**config.mk**
```make
export PLATFORM = sky130hd
export DESIGN_NAME = mcor_regs
export DESIGN_NICKNAME = d
export VERILOG_FILES = /design/src/inc/mcor_pkg.sv /design/src/design/mcor_regs.sv
export SDC_FILE = /design/constraint.sdc
export NUM_CORES = 1
export LEC_CHECK = 0
export ABC_AREA = 1
export BUFFER_PORTS_ARGS = -buffer_cell sky130_fd_sc_hd__clkbuf_2
export CAP_MARGIN = 20
export CORE_MARGIN = 2
export CORE_UTILIZATION = 31
export CTS_BUF_LIST = sky130_fd_sc_hd__clkbuf_8 sky130_fd_sc_hd__clkbuf_16
export CTS_CLUSTER_DIAMETER = 120
export DETAILED_ROUTE_END_ITERATION = 10
export HOLD_SLACK_MARGIN = 0.06
export PLACE_DENSITY = 0.73
export RECOVER_POWER = 50
export SYNTH_ARGS = -nofsm -noshare
export SYNTH_HDL_FRONTEND = slang
export SYNTH_SLANG_ARGS = --single-unit
```
**constraint.sdc**
```tcl
create_clock -name CLK -period 1.4 [get_ports CLK]
set_clock_uncertainty 0.05 [all_clocks]
set_input_delay 0.21 -clock CLK [delete_from_list [all_inputs] [get_ports CLK]]
set_output_delay 0.21 -clock CLK [all_outputs]
set_load 0.02 [all_outputs]
```
**src/inc/mcor_pkg.sv**
```systemverilog
// Package: register map and field positions of the modem control output block
package mcor_pkg;
   // Register byte addresses on APB
   localparam logic [11:0] MCOR_ADDR_CTRL  = 12'h000;
   localparam logic [11:0] MCOR_ADDR_IFSEL = 12'h004;
   localparam logic [11:0] MCOR_ADDR_RATE  = 12'h008;
   localparam logic [11:0] MCOR_ADDR_STAT  = 12'h00C;
   // Control register fields
   localparam int MCOR_CTRL_STANDBY  = 1;
   localparam int MCOR_CTRL_RLOOP    = 2;
   localparam int MCOR_CTRL_LLOOP    = 3;
   localparam int MCOR_CTRL_HDX      = 4;
   localparam int MCOR_CTRL_BAND     = 5;
   localparam int MCOR_CTRL_DTR      = 6;
   localparam int MCOR_CTRL_POLL     = 7;
   // Interface select fields
   localparam int MCOR_IF_ENABLE     = 0;
   localparam int MCOR_IF_CRC32_EN   = 2;
   localparam int MCOR_IF_INTEGRAL   = 3;
   localparam int MCOR_IF_V35        = 4;
   localparam int MCOR_IF_CRC32_MT   = 5;
   localparam int MCOR_IF_SINGLE     = 6;
   localparam int MCOR_IF_DIFF       = 7;
   // Rate register field
   localparam int MCOR_RATE_HIGH     = 7;
   // Software-writable masks of the registers (control: bit 0 unused, bit 4 firmware only)
   localparam logic [7:0] MCOR_CTRL_WMASK  = 8'hEE;
   localparam logic [7:0] MCOR_IFSEL_WMASK = 8'hDB;
   localparam logic [7:0] MCOR_RATE_WMASK  = 8'h80;
   // Reset values
   localparam logic [7:0] MCOR_CTRL_RST    = 8'h00;
   localparam logic [7:0] MCOR_IFSEL_RST   = 8'h00;
   localparam logic [7:0] MCOR_RATE_RST    = 8'h00;
   // Interface type codes
   typedef enum logic [1:0] {
      MCOR_IF_SINGLE_ENDED,
      MCOR_IF_V35_TYPE,
      MCOR_IF_DIFF_TYPE,
      MCOR_IF_INTEGRAL_TYPE
   } mcor_iface_t;
endpackage : mcor_pkg

```
**src/design/mcor_regs.sv**
```systemverilog
// Modem control output registers with half-duplex interlock and APB access
//
// The APB interface to the registers and the register offsets were decided locally.
module mcor_regs (
   // Clock and reset
   input  wire logic        CLK,
   input  wire logic        ARST_N,
   // APB slave
   input  wire logic        PSEL,
   input  wire logic        PENABLE,
   input  wire logic        PWRITE,
   input  wire logic [11:0] PADDR,
   input  wire logic [31:0] PWDATA,
   input  wire logic [3:0]  PSTRB,
   output logic      [31:0] PRDATA,
   output logic             PREADY,
   output logic             PSLVERR,
   // Firmware mode command for half-duplex
   input  wire logic        FW_HDX_WE,
   input  wire logic        FW_HDX_VAL,
   // Line unit state
   input  wire logic        TX_DATA_PENDING,
   input  wire logic        TX_ACTIVE,
   input  wire logic        RX_ACTIVE,
   input  wire logic        DIFF_SWITCH,
   // Modem inputs
   input  wire logic        CARRIER_DETECT,
   input  wire logic        MODEM_READY,
   // Modem control outputs
   output logic             RATE_SELECT,
   output logic             STANDBY_SELECT,
   output logic             REMOTE_LOOP_REQ,
   output logic             LOCAL_LOOP_REQ,
   output logic             BAND_SELECT,
   output logic             TERMINAL_READY,
   output logic             POLLING,
   output logic             REQ_TO_SEND,
   // Line unit steering
   output logic             TX_LOAD_EN,
   output logic             RX_ENABLE,
   output logic [1:0]       IFACE_TYPE
);

   typedef struct packed {
      logic [7:0]  ctrl;
      logic [7:0]  ifsel;
      logic [7:0]  rate;
      logic [31:0] rdata;
      logic        ready;
      logic        slverr;
      logic        rts;
      logic        tx_load;
      logic        rx_en;
      logic [1:0]  iface;
   } mcor_state_t;

   mcor_state_t st_reg;
   mcor_state_t st_next;

   logic       access;
   logic       wr_hit;
   logic       mapped;
   logic       hdx;
   logic [7:0] wmask;
   logic [7:0] wdata;

   assign access = PSEL & PENABLE & ~st_reg.ready;
   assign hdx    = st_reg.ctrl[mcor_pkg::MCOR_CTRL_HDX];
   assign wdata  = PWDATA[7:0];
   assign wmask  = PSTRB[0] ? 8'hFF : 8'h00;

   always_comb begin
      st_next       = st_reg;
      st_next.ready = 1'b0;
      // Error flag lives one cycle, with ready, so the pin is a plain flop
      st_next.slverr = 1'b0;
      mapped        = 1'b1;
      wr_hit        = access & PWRITE;
      if (access) begin
         st_next.ready  = 1'b1;
         st_next.rdata  = 32'h0000_0000;
         case (PADDR)
            mcor_pkg::MCOR_ADDR_CTRL: begin
               st_next.rdata[7:0] = st_reg.ctrl;
               if (wr_hit) begin
                  st_next.ctrl = (st_reg.ctrl & ~(mcor_pkg::MCOR_CTRL_WMASK & wmask))
                               | (wdata & mcor_pkg::MCOR_CTRL_WMASK & wmask);
               end
            end
            mcor_pkg::MCOR_ADDR_IFSEL: begin
               st_next.rdata[7:0] = st_reg.ifsel;
               if (wr_hit) begin
                  st_next.ifsel = (st_reg.ifsel & ~(mcor_pkg::MCOR_IFSEL_WMASK & wmask))
                                | (wdata & mcor_pkg::MCOR_IFSEL_WMASK & wmask);
               end
            end
            mcor_pkg::MCOR_ADDR_RATE: begin
               st_next.rdata[7:0] = st_reg.rate;
               if (wr_hit) begin
                  st_next.rate = (st_reg.rate & ~(mcor_pkg::MCOR_RATE_WMASK & wmask))
                               | (wdata & mcor_pkg::MCOR_RATE_WMASK & wmask);
               end
            end
            mcor_pkg::MCOR_ADDR_STAT: begin
               st_next.rdata[0] = st_reg.rts;
               st_next.rdata[1] = st_reg.tx_load;
               st_next.rdata[2] = st_reg.rx_en;
               st_next.rdata[5:4] = st_reg.iface;
            end
            default: begin
               mapped = 1'b0;
            end
         endcase
         st_next.slverr = ~mapped;
      end
      if (FW_HDX_WE) begin
         st_next.ctrl[mcor_pkg::MCOR_CTRL_HDX] = FW_HDX_VAL;
      end
      st_next.tx_load = TX_DATA_PENDING & ~(hdx & (RX_ACTIVE | CARRIER_DETECT));
      st_next.rts = st_next.tx_load & MODEM_READY;
      st_next.rx_en = ~(hdx & TX_ACTIVE);
      st_next.iface = mcor_pkg::MCOR_IF_SINGLE_ENDED;
      if (st_reg.ifsel[mcor_pkg::MCOR_IF_ENABLE]) begin
         if (st_reg.ifsel[mcor_pkg::MCOR_IF_INTEGRAL]) begin
            st_next.iface = mcor_pkg::MCOR_IF_INTEGRAL_TYPE;
         end else if (st_reg.ifsel[mcor_pkg::MCOR_IF_V35]) begin
            st_next.iface = mcor_pkg::MCOR_IF_V35_TYPE;
         end else if (st_reg.ifsel[mcor_pkg::MCOR_IF_DIFF] & DIFF_SWITCH) begin
            st_next.iface = mcor_pkg::MCOR_IF_DIFF_TYPE;
         end else begin
            st_next.iface = mcor_pkg::MCOR_IF_SINGLE_ENDED;
         end
      end
   end

   always_ff @(posedge CLK or negedge ARST_N) begin
      if (!ARST_N) begin
         st_reg.ctrl    <= mcor_pkg::MCOR_CTRL_RST;
         st_reg.ifsel   <= mcor_pkg::MCOR_IFSEL_RST;
         st_reg.rate    <= mcor_pkg::MCOR_RATE_RST;
         st_reg.rdata   <= 32'h0000_0000;
         st_reg.ready   <= 1'b0;
         st_reg.slverr  <= 1'b0;
         st_reg.rts     <= 1'b0;
         st_reg.tx_load <= 1'b0;
         st_reg.rx_en   <= 1'b1;
         st_reg.iface   <= mcor_pkg::MCOR_IF_SINGLE_ENDED;
      end else begin
         st_reg <= st_next;
      end
   end

   assign PRDATA  = st_reg.rdata;
   assign PREADY  = st_reg.ready;
   assign PSLVERR = st_reg.slverr;
   assign RATE_SELECT     = st_reg.rate[mcor_pkg::MCOR_RATE_HIGH];
   assign STANDBY_SELECT  = st_reg.ctrl[mcor_pkg::MCOR_CTRL_STANDBY];
   assign REMOTE_LOOP_REQ = st_reg.ctrl[mcor_pkg::MCOR_CTRL_RLOOP];
   assign LOCAL_LOOP_REQ  = st_reg.ctrl[mcor_pkg::MCOR_CTRL_LLOOP];
   assign BAND_SELECT     = st_reg.ctrl[mcor_pkg::MCOR_CTRL_BAND];
   assign TERMINAL_READY  = st_reg.ctrl[mcor_pkg::MCOR_CTRL_DTR];
   assign POLLING         = st_reg.ctrl[mcor_pkg::MCOR_CTRL_POLL];
   assign REQ_TO_SEND     = st_reg.rts;
   assign TX_LOAD_EN      = st_reg.tx_load;
   assign RX_ENABLE       = st_reg.rx_en;
   assign IFACE_TYPE      = st_reg.iface;

endmodule : mcor_regs

```
# Yosys cells after proc, flatten, opt, wreduce, memory -nomap -nowiden
# Cells that the tools add are included.
# W data, S select, Z words.
# word_totals
ram_bits,0
memories,0
output_inout_bits,46
romBits,0
reg_bits,39
latch_bits,0
# op_classes
div,0
order_cmp,0
bitwise,25
n_mul,0
n_reduce_logical,9
n_eq_ne,3
n_addsub,0
n_shift,0
mux,19
# op_table
op,n
$mux W55,1
$and A8 B8 Y8,6
$mux W8,5
$eq A12 B4 Y1 const B,2
$not A8 Y8,3
$or A8 B8 Y8,3
$eq A12 B3 Y1 const B,1
$logic_not A12 Y1,1
$pmux W3 S4,1
$reduce_and A3 Y1,4
$mux W5,2
$and A1 B1 Y1,8
$mux W2,4
$pmux W2 S4,1
$pmux W2 S3,1
$reduce_bool A2 Y1,3
$not A1 Y1,4
$reduce_or A4 Y1,1
$mux W1,3
$pmux W1 S3,1
$or A1 B1 Y1,1

# Logic depth before layout (Yosys ltp)
# depth
word_depth,8
ltp_mapped,8

# Worst setup path after synthesis
# No wires, ideal clock.
# synth_timing
kind,register to register
from,"register st_reg, in the netlist PREADY"
to,register with a tool-made name
path_slack_ps,49
setup_time_ps,118
path_buffers,1
required_ps,1232
path_stages_with_launch,8
arrival_ps,1183
path_cell_list,dfrtp_1 inv_1 nand3_1 nor2_1 nand3_2 buf_6 nand2_1 o21ai_2
# synth_rtl
element,line_no,rtl
start: declaration,mcor_regs.sv:57,mcor_state_t st_reg;
start signal: assignment,mcor_regs.sv:149,st_reg <= st_next;

==> results.cfg <==
[drt]
drc = 0
drt_wl_total_mm = 3.33
routed_via_density = 4.10
drtPass1Iterations = 4
ant_nets = 0
vias = 1344
post_drt_wl_per_cell_um = 10.1
drt_iter0_drc = 90

[sta]
worst_slew_pin_slew_ns = 0.692
setup_viol = 0
hold_viol = 0
setup_slack_ns = 0.0610
drv_slew = 0
rsz0062_at_grt = yes
relSlewSlack = 0.538
fmax_mhz = 747
fin_crit_sh = 0.956
period_minus_slack_ns = 1.34

[clock_tree]
cts_tree = yes
cts.path.max_buffers = 2
cts_root_buf = clkbuf_8
clk_pin_slew_worst_paths_ns = 0.06
htreeDepth = 2
numCtsBuffers = 5
cts_sinks = 29
clk_latency_ns = 0.27
cts_setup_buffers = 0

[global_routing]
grt_overflow_total = 0
grt_pass1_wl_mm = 5.61
antenna_found_initial = 0
grt_usage = 0.119
grt_pass1_vias = 1299
grt_max_degree = 30

[final_layout]
antenna-diode-count = 0
fill_cells = 562
final_nets = 319
layout-drive-gt1-share = 0.349
final_util = 0.389
syn_to_final_growth_pct = 20.1
layoutNonFillerInstCount = 328

[yosys]
synth.avg_cell_area_sq_um = 8.30
ys_ff_latch = 29
postSynthCellCount = 202
yosysSeqAreaShare = 0.434
synth_warnings = 0
synth_enable_flop_cells = 0
ys_types = 22
synth_ff_type = dfrtp_1
syn_area_sq_mm = 0.00168
synth-async-reset-ratio = 1.00

[setup_path]
worst_setup_path_end_kind = register
cp-start-kind = register
worstRegToRegCells = 7
required_ns = 1.52
cp_max_fo = 4
critPathKind = reg -> reg
arrival_ns = 1.46

[power_and_ir_drop]
leakage_nw = 1.11
peakVddDrop_v = 0.000355
total_power_mw = 1.73
p_per_area_mw_per_mm2 = 860

[floorplan]
die_area_sq_mm = 0.00601
core.rowCount = 26
floorplan.core_area_sq_mm = 0.00517
start_util = 0.324
die_h_um = 77.5
dieWidth_um = 77.5
io-pin-count = 107

[worst_hold_path]
min_delay_path_depth = 2
hold_path.class = in -> reg

[place]
dp_hpwl_mm = 2.75
place_ws_ns = -0.0944
gp_congestion = 0.733
placed_cells = 319
io_buffers = 55

[run]
cap_violations = 0

[outcome]
status = complete, no violations
==> final cells by class <==
| type | count | area, sq um | area share |
|---|---|---|---|
| sequential | 29 | 727 | 0.361 |
| multi-input combinational | 138 | 688 | 0.342 |
| timing repair buffer | 65 | 354 | 0.176 |
| tap | 70 | 87.6 | 0.0435 |
| clock buffer | 6 | 82.6 | 0.0410 |
| inverter | 19 | 71.3 | 0.0354 |
| clock inverter | 1 | 3.75 | 0.00186 |
==> final timing paths <==
path                       startpoint        end  slack (ns)
setup / recovery               PREADY   register        0.06
hold / removal              FW_HDX_WE        hdx        0.09
setup reg to reg               PREADY   register        0.06
hold reg to reg                   hdx  RX_ENABLE        0.39
max in group asynchronous      ARST_N  async pin        0.31
min in group asynchronous      ARST_N  async pin        0.54
==> cell families after synthesis <==
logic type             after synthesis  synth area share
AO/OA/AOI/OAI                       20            0.0798
buffers and inverters               58             0.219
flip-flops                          29             0.434
other                                1           0.00224
AND/OR/NAND/NOR                     94             0.265
==> cells in the mapped netlist, types with 4 or more instances <==
| master | count | area share |
|---|---|---|
| nor2_1 | 15 | 0.034 |
| nand2_1 | 44 | 0.099 |
| nand3_1 | 24 | 0.072 |
| o21ai_1 | 8 | 0.024 |
| nor2_4 | 5 | 0.034 |
| dfrtp_1 | 28 | 0.42 |
| o21ai_2 | 5 | 0.026 |
| a21oi_2 | 4 | 0.021 |
| buf_4 | 36 | 0.16 |
| inv_1 | 17 | 0.038 |
==> critical path, cell delays in order (launching register included) <==
cell,delay (ns)
dfrtp_1,0.38
inv_1,0.07
nand3_2,0.10
nor2_4,0.18
nand3_2,0.13
buf_4,0.18
nor2_1,0.11
a21oi_2,0.04
==> cells in the final DEF, fill, tap and decap left out <==
| cell type | Yosys | final |
|---|---|---|
| nor2_2 | 1 | 1 |
| nor3b_1 | 1 | 1 |
| nand3_2 | 2 | 2 |
| nor2_4 | 5 | 6 |
| buf_4 | 36 | 6 |
| nand3_1 | 24 | 23 |
| o21ai_0 | 1 | 1 |
| a21oi_2 | 4 | 4 |
| conb_1 | 1 | 24 |
| o21ai_1 | 8 | 8 |
| inv_2 | 2 | 2 |
| nand2_1 | 44 | 44 |
| dfrtp_1 | 28 | 28 |
| dfstp_2 | 1 | 1 |
| inv_1 | 17 | 18 |
| nand2_2 | 1 | 1 |
| clkbuf_8 | 0 | 6 |
| nor2_1 | 15 | 14 |
| dlygate4sd3_1 | 0 | 2 |
| a21oi_1 | 2 | 2 |
| nand3_4 | 0 | 1 |
| clkbuf_2 | 0 | 54 |
| and3_1 | 1 | 1 |
| clkbuf_1 | 1 | 2 |
| buf_6 | 2 | 1 |
| o21ai_2 | 5 | 5 |
==> layer usage <==
metal / global-route usage / wire [um]
met1: 0.134 / 1420
met2: 0.209 / 1690
met3: 0.0407 / 182
met4: 0.0375 / 34
met5: 0 / 0
==> timing repair <==
item,CTS,global route
pin swaps,0,1
hold endpoints to repair,29,0
setup endpoints to repair,12,8
hold buffers,2,0
resized for setup,3,2
==> stage by stage <==
step	setup TNS (ns)	hold slack (ns)	instance area (sq um)
2_1_floorplan	0	-0.136	1760
3_3_place_gp	-0.216	0.185	1890
3_5_place_dp	-0.368	0.189	1890
4_1_cts	0	0.0794	2010
5_1_grt	-0.0257	0.109	2010
6_report	0	0.0939	2010
==> report_power, final <==
part,internal (mW),switching (mW)
Combinational,0.0614,0.145
Clock,0.381,0.285
Sequential,0.852,0.00803
No activity file was read; power rests on OpenSTA's default activity.
